<file path="src/rtl/mwg_defs.vh">
// Register map, field positions and reset values of the warning/pin block
`ifndef MWG_DEFS_VH
`define MWG_DEFS_VH

`define MWG_ADDR_WARN 8'h75
`define MWG_ADDR_RSVD_A 8'h76
`define MWG_ADDR_RSVD_B 8'h77
`define MWG_ADDR_DOUT_CTL 8'h78
`define MWG_ADDR_PIN_IN 8'h79
`define MWG_ADDR_RSVD_C 8'h7A
`define MWG_ADDR_PWE_0 8'h7B
`define MWG_ADDR_PWE_3 8'h7E

`define MWG_BIT_M3_HI 7
`define MWG_BIT_M3_LO 6
`define MWG_BIT_M4_HI 5
`define MWG_BIT_M4_LO 4
`define MWG_BIT_QT_CLR 7
`define MWG_BIT_QT_FORCE 6
`define MWG_BIT_QT_INV 7
`define MWG_BIT_QT_SEL 6
`define MWG_BIT_LOS_INV 5
`define MWG_BIT_LOS_SEL 4

`define MWG_PWE_RESET 32'hFFFF_FFFF
`define MWG_ZERO_BYTE 8'h00

`endif

</file>
<file path="src/rtl/mwg_regs.v">
// Warning status, pin control/routing and password entry registers
//
// Function
// [RQ1] Bits 7/6 show monitor three last above high / below low.
// [RQ2] Bits 5/4 show monitor four high/low; bits 3..0 read zero.
// [RQ3] Reserved locations read zero and ignore writes.
// [RQ4] Writing 1 to output bit 7 clears the quick-trip latch.
// [RQ5] Output bit 6 forces quick-trip alarm and stops regulator pulses.
// [RQ6] Output bits 3..0 drive pins low at 0, release at 1.
// [RQ7] Output register loads powerup defaults, then is freely read/written.
// [RQ8] Input register bits 3..0 reflect the four pin levels.
// [RQ9] Route select bit 6 puts quick-trip on pin two.
// [RQ10] Bit 7 inverts routed quick-trip; inert unless bit 6 set.
// [RQ11] Route select bit 4 puts signal-absent input on pin zero.
// [RQ12] Bit 5 inverts routed signal-absent; inert unless bit 4 set.
// [RQ13] Routing and inversion bits come from defaults; host writes ignored.
// [RQ14] Password entry is 32-bit, write-any, resets to ones, reads zero.
// [RQ15] Two passwords; level two includes all of level one.
// [RQ16] Reference passwords come from protected nonvolatile storage.
// [RQ17] Access level granted while entry matches a stored password.
// [RQ18] Writes to read-only places ignored; reserved bits read zero.
// [RQ19] Password entry most significant byte sits at lowest address.
`timescale 1ns/1ps
`include "mwg_defs.vh"
module mwg_regs #(
  parameter PW_WIDTH = 32
) (
  input wire clk_sys_i,
  input wire nrst_i,
  input wire wr_en_i,
  input wire rd_en_i,
  input wire [7:0] addr_i,
  input wire [7:0] wdata_i,
  output reg [7:0] rdata_o,
  input wire monitor_three_high_warning_i,
  input wire monitor_three_low_warning_i,
  input wire monitor_four_high_warning_i,
  input wire monitor_four_low_warning_i,
  input wire monitor_three_trip_i,
  input wire [7:0] powerup_pin_defaults_i,
  input wire defaults_valid_i,
  input wire [PW_WIDTH-1:0] level_one_password_i,
  input wire [PW_WIDTH-1:0] level_two_password_i,
  input wire signal_absent_input_i,
  input wire [3:0] gpio_pin_i,
  output wire [3:0] gpio_pin_o,
  output wire [3:0] gpio_pin_oe_o,
  output reg monitor_three_quick_trip_o,
  output reg regulator_pulse_enable_o,
  output reg level_one_access_o,
  output reg level_two_access_o
);
  reg [7:0] warn_reg;
  reg [7:0] dout_reg;
  reg [3:0] route_reg;
  reg [PW_WIDTH-1:0] pwe_reg;
  reg qt_latch_reg;
  reg loaded_reg;
  reg [7:0] rdata_next;
  reg [3:0] drive_next;
  wire [3:0] pin_level;
  wire m1;
  wire m2;
  wire qt_internal;
  wire [1:0] pwe_idx;

  // Latch holds trip until cleared; force overrides the comparison
  assign qt_internal = dout_reg[`MWG_BIT_QT_FORCE] | qt_latch_reg; // [RQ5]
  assign pwe_idx = addr_i[1:0] - 2'b11;

  // Warning status mirrors the last measurement only
  always @(posedge clk_sys_i or negedge nrst_i) begin
    if (!nrst_i) begin
      warn_reg <= `MWG_ZERO_BYTE;
    end else begin
      warn_reg <= {monitor_three_high_warning_i, // [RQ1]
                   monitor_three_low_warning_i, // [RQ1]
                   monitor_four_high_warning_i, // [RQ2]
                   monitor_four_low_warning_i, // [RQ2]
                   4'h0}; // [RQ2]
    end
  end

  // Defaults are recalled once after reset, once the store reports valid
  always @(posedge clk_sys_i or negedge nrst_i) begin
    if (!nrst_i) begin
      dout_reg <= `MWG_ZERO_BYTE;
      route_reg <= 4'h0;
      loaded_reg <= 1'b0;
    end else if (!loaded_reg) begin
      if (defaults_valid_i) begin
        dout_reg <= powerup_pin_defaults_i & 8'hCF; // [RQ7]
        route_reg <= powerup_pin_defaults_i[7:4]; // [RQ13]
        loaded_reg <= 1'b1;
      end
    end else if (wr_en_i && addr_i == `MWG_ADDR_DOUT_CTL) begin
      dout_reg <= wdata_i & 8'hCF; // [RQ7]
    end else begin
      // Clear bit is a command, not stored state
      dout_reg[`MWG_BIT_QT_CLR] <= 1'b0;
    end
  end

  // Trip set wins over a clear in the same cycle
  always @(posedge clk_sys_i or negedge nrst_i) begin
    if (!nrst_i) begin
      qt_latch_reg <= 1'b0;
    end else if (monitor_three_trip_i) begin
      qt_latch_reg <= 1'b1;
    end else if (wr_en_i && addr_i == `MWG_ADDR_DOUT_CTL &&
                 wdata_i[`MWG_BIT_QT_CLR] && loaded_reg) begin
      qt_latch_reg <= 1'b0; // [RQ4]
    end
  end

  always @(posedge clk_sys_i or negedge nrst_i) begin
    if (!nrst_i) begin
      monitor_three_quick_trip_o <= 1'b0;
      regulator_pulse_enable_o <= 1'b0;
    end else begin
      monitor_three_quick_trip_o <= qt_internal; // [RQ5]
      // Regulator waits for the trip input to drop too
      regulator_pulse_enable_o <= loaded_reg & ~qt_internal &
                                  ~monitor_three_trip_i; // [RQ4]
    end
  end

  // Password entry; byte at 7Bh is the top byte
  always @(posedge clk_sys_i or negedge nrst_i) begin
    if (!nrst_i) begin
      pwe_reg <= `MWG_PWE_RESET; // [RQ14]
    end else if (wr_en_i && addr_i >= `MWG_ADDR_PWE_0 &&
                 addr_i <= `MWG_ADDR_PWE_3) begin
      case (pwe_idx)
        2'd0: pwe_reg[31:24] <= wdata_i; // [RQ19]
        2'd1: pwe_reg[23:16] <= wdata_i;
        2'd2: pwe_reg[15:8] <= wdata_i;
        default: pwe_reg[7:0] <= wdata_i; // [RQ19]
      endcase
    end
  end

  // References arrive from the protected store as plain inputs
  mwg_pw_cmp #(.WIDTH(PW_WIDTH)) u_cmp_one (
    .clk_sys_i(clk_sys_i),
    .nrst_i(nrst_i),
    .entry_i(pwe_reg),
    .ref_i(level_one_password_i), // [RQ16]
    .match_o(m1)
  );
  mwg_pw_cmp #(.WIDTH(PW_WIDTH)) u_cmp_two (
    .clk_sys_i(clk_sys_i),
    .nrst_i(nrst_i),
    .entry_i(pwe_reg),
    .ref_i(level_two_password_i), // [RQ16]
    .match_o(m2)
  );

  always @(posedge clk_sys_i or negedge nrst_i) begin
    if (!nrst_i) begin
      level_one_access_o <= 1'b0;
      level_two_access_o <= 1'b0;
    end else begin
      level_one_access_o <= m1 | m2; // [RQ15]
      level_two_access_o <= m2; // [RQ15]
    end
  end

  // Pin drive selection with routing
  always @* begin
    drive_next = dout_reg[3:0]; // [RQ6]
    if (route_reg[`MWG_BIT_QT_SEL-4]) begin
      drive_next[2] = qt_internal ^ route_reg[`MWG_BIT_QT_INV-4]; // [RQ9] [RQ10]
    end
    if (route_reg[`MWG_BIT_LOS_SEL-4]) begin
      drive_next[0] = signal_absent_input_i ^
                      route_reg[`MWG_BIT_LOS_INV-4]; // [RQ11] [RQ12]
    end
    // Pins float until defaults are in, avoiding a glitch low
    if (!loaded_reg) begin
      drive_next = 4'hF;
    end
  end

  genvar gi;
  generate
    for (gi = 0; gi < 4; gi = gi + 1) begin : g_pin
      mwg_od_pin u_pin (
        .clk_sys_i(clk_sys_i),
        .nrst_i(nrst_i),
        .level_i(drive_next[gi]),
        .pin_i(gpio_pin_i[gi]),
        .pin_o(gpio_pin_o[gi]),
        .pin_oe_o(gpio_pin_oe_o[gi]),
        .level_o(pin_level[gi])
      );
    end
  endgenerate

  // Read decode; other writes fall through untouched
  always @* begin
    rdata_next = `MWG_ZERO_BYTE; // [RQ3] [RQ18]
    if (addr_i == `MWG_ADDR_WARN) begin
      rdata_next = warn_reg;
    end else if (addr_i == `MWG_ADDR_DOUT_CTL) begin
      rdata_next = dout_reg;
    end else if (addr_i == `MWG_ADDR_PIN_IN) begin
      rdata_next = {route_reg, pin_level}; // [RQ8] [RQ13]
    end else if (addr_i >= `MWG_ADDR_PWE_0 && addr_i <= `MWG_ADDR_PWE_3) begin
      rdata_next = `MWG_ZERO_BYTE; // [RQ14]
    end
  end

  always @(posedge clk_sys_i or negedge nrst_i) begin
    if (!nrst_i) begin
      rdata_o <= `MWG_ZERO_BYTE;
    end else if (rd_en_i) begin
      rdata_o <= rdata_next;
    end
  end
endmodule // mwg_regs

</file>
<file path="src/rtl/mwg_od_pin.v">
// One open-drain pin: drive low or release, sample pin level
`timescale 1ns/1ps
module mwg_od_pin (
  input wire clk_sys_i,
  input wire nrst_i,
  input wire level_i,
  input wire pin_i,
  output reg pin_o,
  output reg pin_oe_o,
  output reg level_o
);
  always @(posedge clk_sys_i or negedge nrst_i) begin
    if (!nrst_i) begin
      pin_o <= 1'b0;
      pin_oe_o <= 1'b0;
      level_o <= 1'b0;
    end else begin
      pin_o <= 1'b0;
      pin_oe_o <= ~level_i; // [RQ6]
      level_o <= pin_i; // [RQ8]
    end
  end
endmodule // mwg_od_pin

</file>
<file path="src/rtl/mwg_pw_cmp.v">
// Compares the entered password with one stored reference
`timescale 1ns/1ps
module mwg_pw_cmp #(
  parameter WIDTH = 32
) (
  input wire clk_sys_i,
  input wire nrst_i,
  input wire [WIDTH-1:0] entry_i,
  input wire [WIDTH-1:0] ref_i,
  output reg match_o
);
  always @(posedge clk_sys_i or negedge nrst_i) begin
    if (!nrst_i) begin
      match_o <= 1'b0;
    end else begin
      match_o <= (entry_i == ref_i); // [RQ17]
    end
  end
endmodule // mwg_pw_cmp

</file>
<file path="config.mk">
export PLATFORM = sky130hd
export DESIGN_NAME = mwg_regs
export DESIGN_NICKNAME = d
export VERILOG_FILES = /design/src/rtl/mwg_regs.v /design/src/rtl/mwg_od_pin.v /design/src/rtl/mwg_pw_cmp.v
export VERILOG_INCLUDE_DIRS = /design/src /design/src/rtl
export SDC_FILE = /design/constraint.sdc
export NUM_CORES = 1
export LEC_CHECK = 0
export BUFFER_PORTS_ARGS = -buffer_cell sky130_fd_sc_hd__buf_2
export CAP_MARGIN = 15
export CORE_MARGIN = 3
export CORE_UTILIZATION = 54
export CTS_CLUSTER_SIZE = 30
export DETAILED_ROUTE_END_ITERATION = 10
export PLACE_DENSITY = 0.88
export SLEW_MARGIN = 20
export SYNTH_ARGS = -nofsm -noshare
export SYNTH_HDL_FRONTEND = slang
export SYNTH_HIERARCHICAL = 1
export SYNTH_SLANG_ARGS = --single-unit
</file>
<file path="constraint.sdc">
create_clock -name clk_sys_i -period 2.5 [get_ports clk_sys_i]
set_input_delay 0.125 -clock clk_sys_i [delete_from_list [all_inputs] [get_ports clk_sys_i]]
set_output_delay 0.125 -clock clk_sys_i [all_outputs]
set_load 0.02 [all_outputs]
</file>
# Yosys cells after proc, flatten, opt, wreduce, memory -nomap -nowiden
# Index checks and enable logic that the tools add are counted.
# word_totals
wordCells,79
latch_bits,0
mem_bits_ro,0
out_inout_bits,20
reg_bits,72
input_bits,103
mem_bits_rw,0
n_memories,0
# classes
n_mul,0
n_addsub,1
mux,14
magnitude_cmp,2
eq_ne,8
n_shift,0
reduce_logical,15
n_div,0
bitwise,14
# op_table
operator,count
== test 32 bit,2
2-to-1 mux 8 bit,5
"== test 8 x 7 -> 1 bit, second input constant",3
AND reduction 2 bit,6
">= comparator 8 x 7 -> 1 bit, second input constant",1
"<= comparator 8 x 7 -> 1 bit, second input constant",1
NOT 1 bit,8
2-to-1 mux 1 bit,7
2-to-1 mux 7 bit,1
logical AND 1 bit,5
2-to-1 mux 4 bit,1
nonzero test 2 bit,2
OR reduction 3 bit,1
bitwise AND 1 bit,2
"== test 2 x 1 -> 1 bit, second input constant",1
"== test 2 bit, second input constant",1
zero test 2 bit,1
"!= test 2 x 1 -> 1 bit, second input constant",1
bitwise OR 1 bit,2
"subtractor 2 bit, second input constant",1
bitwise XOR 1 bit,2

# Logic depth before layout (Yosys ltp)
# Gate-level depths: netlist of the first run.
# logic_depth
depth_word,6
mapped_depth,5

# Cells and area by module
# The synthesis of the first run kept the hierarchy.
# modules_own_cells
mod,instances,area_per_inst_um2,cells_per_inst,seq_area_each_um2
mwg_regs,1,2587.5,171,1541.5
mwg_pw_cmp,2,371.6,44,25.0
mwg_od_pin,4,65.1,5,50.0

# Worst setup path before layout of the first run
# OpenSTA, ideal clock, no wires.
# synth_path
path_type,input to register
startpoint,input addr_i[7]
endpoint,register pwe_reg[24]
slack_ns,1.108
path_buffers,1
setup_time_ns,0.082
cell_stages,4
t_arrival_ns,1.310
cell_sequence,nand4b_4 -> clkbuf_8 -> nor4_4 -> mux2_2
# synth_via
elab_chain_len,4
# synth_lines
item,line,rtl
from (decl),mwg_regs.v:32,"input wire [7:0] addr_i,"
>= comparator 8 x 7 -> 1 bit (no line),--,
logical AND 1 bit (no line),--,
logical AND 1 bit (no line) (*),--,
AND reduction 2 bit (no line) (*),--,
to (signal assigned),mwg_regs.v:131,pwe_reg <= `MWG_PWE_RESET;
to (signal assigned),mwg_regs.v:135,2'd0: pwe_reg[31:24] <= wdata_i;
to (decl),mwg_regs.v:56,reg [PW_WIDTH-1:0] pwe_reg;
# Mark *: on every way between the ends. The rest lies on a longest branch, timed or not.
# A chain may end at the register's enable or synchronous reset.

# Worst setup path in the final report of the first run
# layout_path
startpoint,register loaded_reg
endpoint,register dout_reg[3]
# layout_via
elab_chain_len,2
# layout_lines
item,line,rtl
from (decl),mwg_regs.v:58,reg loaded_reg;
from (signal assigned),mwg_regs.v:89,loaded_reg <= 1'b0;
from (signal assigned),mwg_regs.v:94,loaded_reg <= 1'b1;
!= test 2 x 1 -> 1 bit (no line) or nonzero test 2 bit (tied branches),--,
AND reduction 2 bit (no line),--,
to (signal assigned),mwg_regs.v:87,dout_reg <= `MWG_ZERO_BYTE;
to (signal assigned),mwg_regs.v:92,dout_reg <= powerup_pin_defaults_i & 8'hCF;
to (signal assigned),mwg_regs.v:97,dout_reg <= wdata_i & 8'hCF;
to (decl),mwg_regs.v:54,reg [7:0] dout_reg;
# Several ways; a longest one is shown, not always the timed one.

==> reports/summary.txt, run 1 <==
Clock sink count: 70
Final Wtd Congestion: 0.857
Non-filler cells, final: 493
Post-CTS Setup Bufs: 0
PortBufs: 118
Hold Vio Cnt, Final: 0
R2R setup slack: 0.74 ns
GR Overflow Total: 0
Initial antenna violation count: 0
CTS Buf Count: 9
CP Class: reg2reg
Final period util: 70.4%
Worst R2R Start: loaded_reg
First-pass GRT wire length: 14300 um
Status: completed
Final Worst Setup Slack: 0.740 ns
Gate Count Post-Synth: 279
Clk Tree Root Cell: clkbuf_8
Crit-path max FO: 11
Clock Tree Buf Depth: 2
Crit path cell chain: nand2b_1 > or4_1 > o221a_2
Synth area leaders: dfrtp_1 26%, dfstp_2 23%, xor2_1 16%
P&R area growth vs syn: 25.2%
Fin nets: 514
FFs w/ async S/R, synth: 100%
Synth Register Bits: 70
Worst rel slew slack: 46.0%
Req. time, crit path: 2.72 ns
Placed cell count: 467
Ys flop type: dfrtp_1
Max Clk Rate: 568 MHz
Core Util, Final: 70.4%
Layout cell share with drive strength beyond 1: 51.4%
Min cycle time layout: 1.76 ns
IO Pins: 123
Worst-path clk slew: 0.08 ns
Routed vias: 2692
Static Leak: 2.25 nW
Largest net degree at the start of global routing: 37
DPL Wire Length: 6800 um
CTS tree: yes
Die span in x: 87.5 um
Starting Density: 56.2%
Number of diodes: 0
Power Density: 534 nW/um^2
Slew Viols, Final: 0
Max-cap violations: 0
DR iter-0 viols: 150
Yosys top cell area share: 26.5%
Final setup violation count: 0
Area of the mapped netlist: 3590 um^2
WL per Instance: 18.4 um
Dpl ws: 0.723 ns
Flip-flop count of the largest register after layout: 32
CTS resizes: 0
DRC: 0
HP Start: powerup_pin_defaults_i[4]
Post-Route WL: 9060 um
Critical path startpoint category: flop
Pwr Total: 2.40 mW
Hold_ws: 0.0224 ns
RSZ-0062 raised after global routing: false
Largest area contributor in the netlist: dfrtp_1
Seq/Total Area, Yosys: 49.9%
Arr. time, crit path: 1.98 ns
Final TNS setup: 0 ns
Hold_buf cts: 10
Synth Area per Inst: 12.9 um^2
Clk_lat worst skew: 0.33 ns
CTS H-tree lvls: 3
Core Box Area: 6390 um^2
Site Rows: 29
Placed Area: 4240 um^2
Slowest-stage cell, CP: dfrtp_1
Crit path capture type: flop
Yosys warning total: 6
Worst setup path startpoint: loaded_reg
Cell variety after synth: 38
Pre-Repair DR Iteration Count: 4
Synthesized Nets: 382
Fin area: 4500 um^2
EDFF count, synth: 0
Vias in the first global route: 2896
Routed Antenna Nets: 0
Setup Skew: 0.0117 ns
Worst min-delay path category: in2reg
Total global-route track usage: 24.8%
Die Area: 7660 um^2
Maximum VDD drop: 0.350 mV
Worst Tran Pin Value: 0.810 ns
Via/cell ratio: 5.46
Die Y: 87.5 um
Max incr delay on CP: 0.58 ns
-- layer usage --
| metal | share of wire, % | track usage (%) | wire length (um) | up-vias |
|---|---|---|---|---|
| met1 | 41 | 31.4 | 3670 | 1331 |
| met2 | 52 | 43.0 | 4730 | 92 |
| li1 | - | - | - | 1252 |
| met4 | 2.0 | 9.07 | 183 | 0 |
| met5 | 0 | 0 | 0 | - |
| met3 | 5.2 | 3.95 | 467 | 17 |
-- worst paths after layout --
check	endpoint	cells past startpoint
worst max-delay path	dout_reg[3]	3
worst min-delay path	route_reg[0]	2
worst max register to register	dout_reg[3]	3
worst min register to register	level_two_access_o	0
max in group asynchronous	pwe_reg[0]	3
min in group asynchronous	level_one_access_o	2
-- cell type report --
cell class / count / area [um^2]
timing repair buffer: 129 / 711
fill: 447 / 1890
tap: 77 / 96.3
clock buffer: 13 / 139
multi-input combinational: 193 / 1710
inverter: 8 / 30.0
clock inverter: 3 / 21.3
sequential: 70 / 1790
-- cell usage after synthesis, drive strengths merged, types with 2 or more instances --
cell type	instances
nand3b	2
nand2	5
nand3	3
a221o	4
conb	4
dfstp	32
o221a	5
mux2	35
o21ai	2
nor4	19
nand2b	11
mux2i	7
nor4b	2
o2bb2ai	4
nor2	2
buf	5
nand4	4
or2	4
xor2	65
dfrtp	38
clkbuf	3
inv	8
nor3	5
-- where the power goes --
group	internal [mW]	total (mW)	switching, mW	leakage (nW)
combinational	0.182	0.364	0.183	1.38
clock	0.362	0.765	0.403	0.0776
sequential	1.22	1.27	0.0569	0.800
-- critical path: cells and delay by family, from the launching register on --
kind / cells / cell delay [ns]
compound gates: 1 / 0.32
flops: 1 / 0.58
simple gates: 2 / 0.76
-- layout by cell type (no fill, tap or decap), types with 8 or more instances in the layout --
master / synthesis / layout
dlygate4sd3_1: 0 / 10
dfrtp_1: 38 / 38
buf_2: 0 / 118
dfstp_2: 32 / 32
mux2_2: 35 / 35
xor2_1: 65 / 65
nor4_1: 18 / 18
clkbuf_8: 1 / 9
inv_1: 8 / 8
nand2b_1: 11 / 11
-- logic make-up (layout without fill, tap and decap cells) --
group	after synthesis	in the layout	synth area share, %
AND/OR/NAND/NOR	63	63	13.0
AO/OA/AOI/OAI	19	19	5.30
flip-flops	70	70	49.9
multiplexers	42	42	12.9
buffers and inverters	16	153	2.58
other	4	4	0.418
XOR/XNOR	65	65	15.9
Power figures use the tool's default switching activity.
==> run 2, diff against run 1 <==
Settings changed: CORE_UTILIZATION 54 to 50, PLACE_DENSITY 0.88 to 0.83.
Clock period 2.5 ns to 1.7 ns, I/O delays scaled along.
==> reports/summary.txt, run 2 (same netlist as run 1, synthesis figures left out) <==
Max incr delay on CP: 0.57 ns
Hold_buf cts: 14
Clk_lat worst skew: 0.34 ns
Routed Antenna Nets: 0
Crit path cell chain: xor2_1 > nor4_1 > nand4_1 > nor2_1
Final Worst Setup Slack: 0.214 ns
Largest net degree at the start of global routing: 27
CTS Buf Count: 9
Fin area: 4710 um^2
PortBufs: 118
DPL Wire Length: 6980 um
Worst-path clk slew: 0.07 ns
CTS resizes: 0
Arr. time, crit path: 1.75 ns
WL per Instance: 17.4 um
Slowest-stage cell, CP: dfstp_2
Slew Viols, Final: 0
Dpl ws: 0.199 ns
Final period util: 87.4%
Crit-path max FO: 3
Flip-flop count of the largest register after layout: 32
Core Util, Final: 68.5%
RR Endpoint: u_cmp_one/match_o
Static Leak: 2.36 nW
Initial antenna violation count: 0
Layout cell share with drive strength beyond 1: 52.9%
P&R area growth vs syn: 31.0%
Die Area: 8230 um^2
Reg2Reg Depth: 4
Vias in the first global route: 3045
Min cycle time layout: 1.49 ns
Worst R2R Start: pwe_reg[1]
IO Pins: 123
Starting Density: 52.3%
Post-Route WL: 9180 um
Placed Area: 4350 um^2
DR iter-0 viols: 116
Status: completed
Commonest non-fill, non-tap cell in the layout: buf_2
Hold_ws: 0.0363 ns
Total global-route track usage: 23.5%
CTS H-tree lvls: 3
End point of the critical path: u_cmp_one/match_o
Pre-Repair DR Iteration Count: 4
Critical path startpoint category: flop
Final Wtd Congestion: 0.882
CP Class: reg2reg
Site Rows: 30
Die span in x: 90.7 um
Worst rel slew slack: 60.3%
Final TNS setup: 0 ns
Maximum VDD drop: 0.630 mV
Worst Tran Pin Value: 0.596 ns
# fillers: 516
Max-cap violations: 0
Power Density: 815 nW/um^2
First-pass GRT wire length: 15100 um
Clk Tree Root Cell: clkbuf_8
Hold Vio Cnt, Final: 0
R2R setup slack: 0.21 ns
Routed vias: 2730
Clock sink count: 70
DRC: 0
Worst min-delay path category: in2reg
CTS tree: yes
Crit path capture type: flop
Core Box Area: 6870 um^2
GR Overflow Total: 0
Setup Skew: 0.00438 ns
Via/cell ratio: 5.18
Fin nets: 529
Die Y: 90.7 um
Post-CTS Setup Bufs: 0
Number of diodes: 0
Clock Tree Buf Depth: 2
RSZ-0062 raised after global routing: false
Worst setup path startpoint: pwe_reg[1]
Most frequent cells in the layout: 118 x buf_2, 65 x xor2_1, 38 x dfrtp_1
Req. time, crit path: 1.97 ns
Final setup violation count: 0
Max Clk Rate: 673 MHz
## run 2: area by class of cell
| cell class | count | area [um^2] | share of cell area, % |
|---|---|---|---|
| multi-input cells | 193 | 1710 | 36.3 |
| clock buffers | 13 | 169 | 3.59 |
| inverters | 8 | 30.0 | 0.638 |
| repair buffers | 144 | 846 | 18.0 |
| clock inverters | 3 | 42.5 | 0.904 |
| well taps | 96 | 120 | 2.55 |
| flip-flops and latches | 70 | 1790 | 38.1 |
## run 2: worst max-delay path, delay by kind of cell (launching register included)
family	cells	cell delay [ns]
XOR/XNOR	1	0.07
flip-flops	1	0.57
AND/OR/NAND/NOR	3	0.77
## run 2: through the flow
stage | power (mW) | instances
2_1_floorplan | 2.14 | 279
3_3_place_gp | 2.40 | 497
3_5_place_dp | 2.42 | 497
4_1_cts | 3.86 | 527
5_1_grt | 4.00 | 527
6_report | 3.83 | 527
## run 2: power breakdown
part / total (mW) / internal [mW] / switching [mW] / leakage [nW]
clock: 1.41 / 0.797 / 0.613 / 0.106
combinational: 0.552 / 0.281 / 0.272 / 1.45
sequential: 1.87 / 1.79 / 0.0841 / 0.800
## run 2: per-layer routing
| layer | share of wire (%) | routed length, um | track usage, % | up-vias |
|---|---|---|---|---|
| met5 | 0 | 0 | 0 | - |
| met2 | 51 | 4700 | 41.4 | 88 |
| li1 | - | - | - | 1273 |
| met4 | 1.8 | 167 | 8.80 | 0 |
| met3 | 4.5 | 409 | 4.33 | 11 |
| met1 | 42 | 3900 | 28.4 | 1358 |
## run 2: how the worst min path moves through the flow
stage               depth (start not counted)                 startpoint  slack [ns]                          to
floorplan                                   0                     nrst_i       -0.21                 dout_reg[0]
global placement                            1                     nrst_i        0.12  monitor_three_quick_trip_o
detailed placement                          1                     nrst_i        0.12    regulator_pulse_enable_o
CTS                                         3  powerup_pin_defaults_i[7]        0.03                route_reg[3]
global route                                3  powerup_pin_defaults_i[7]        0.05                route_reg[3]
finish                                      3  powerup_pin_defaults_i[7]        0.04                route_reg[3]
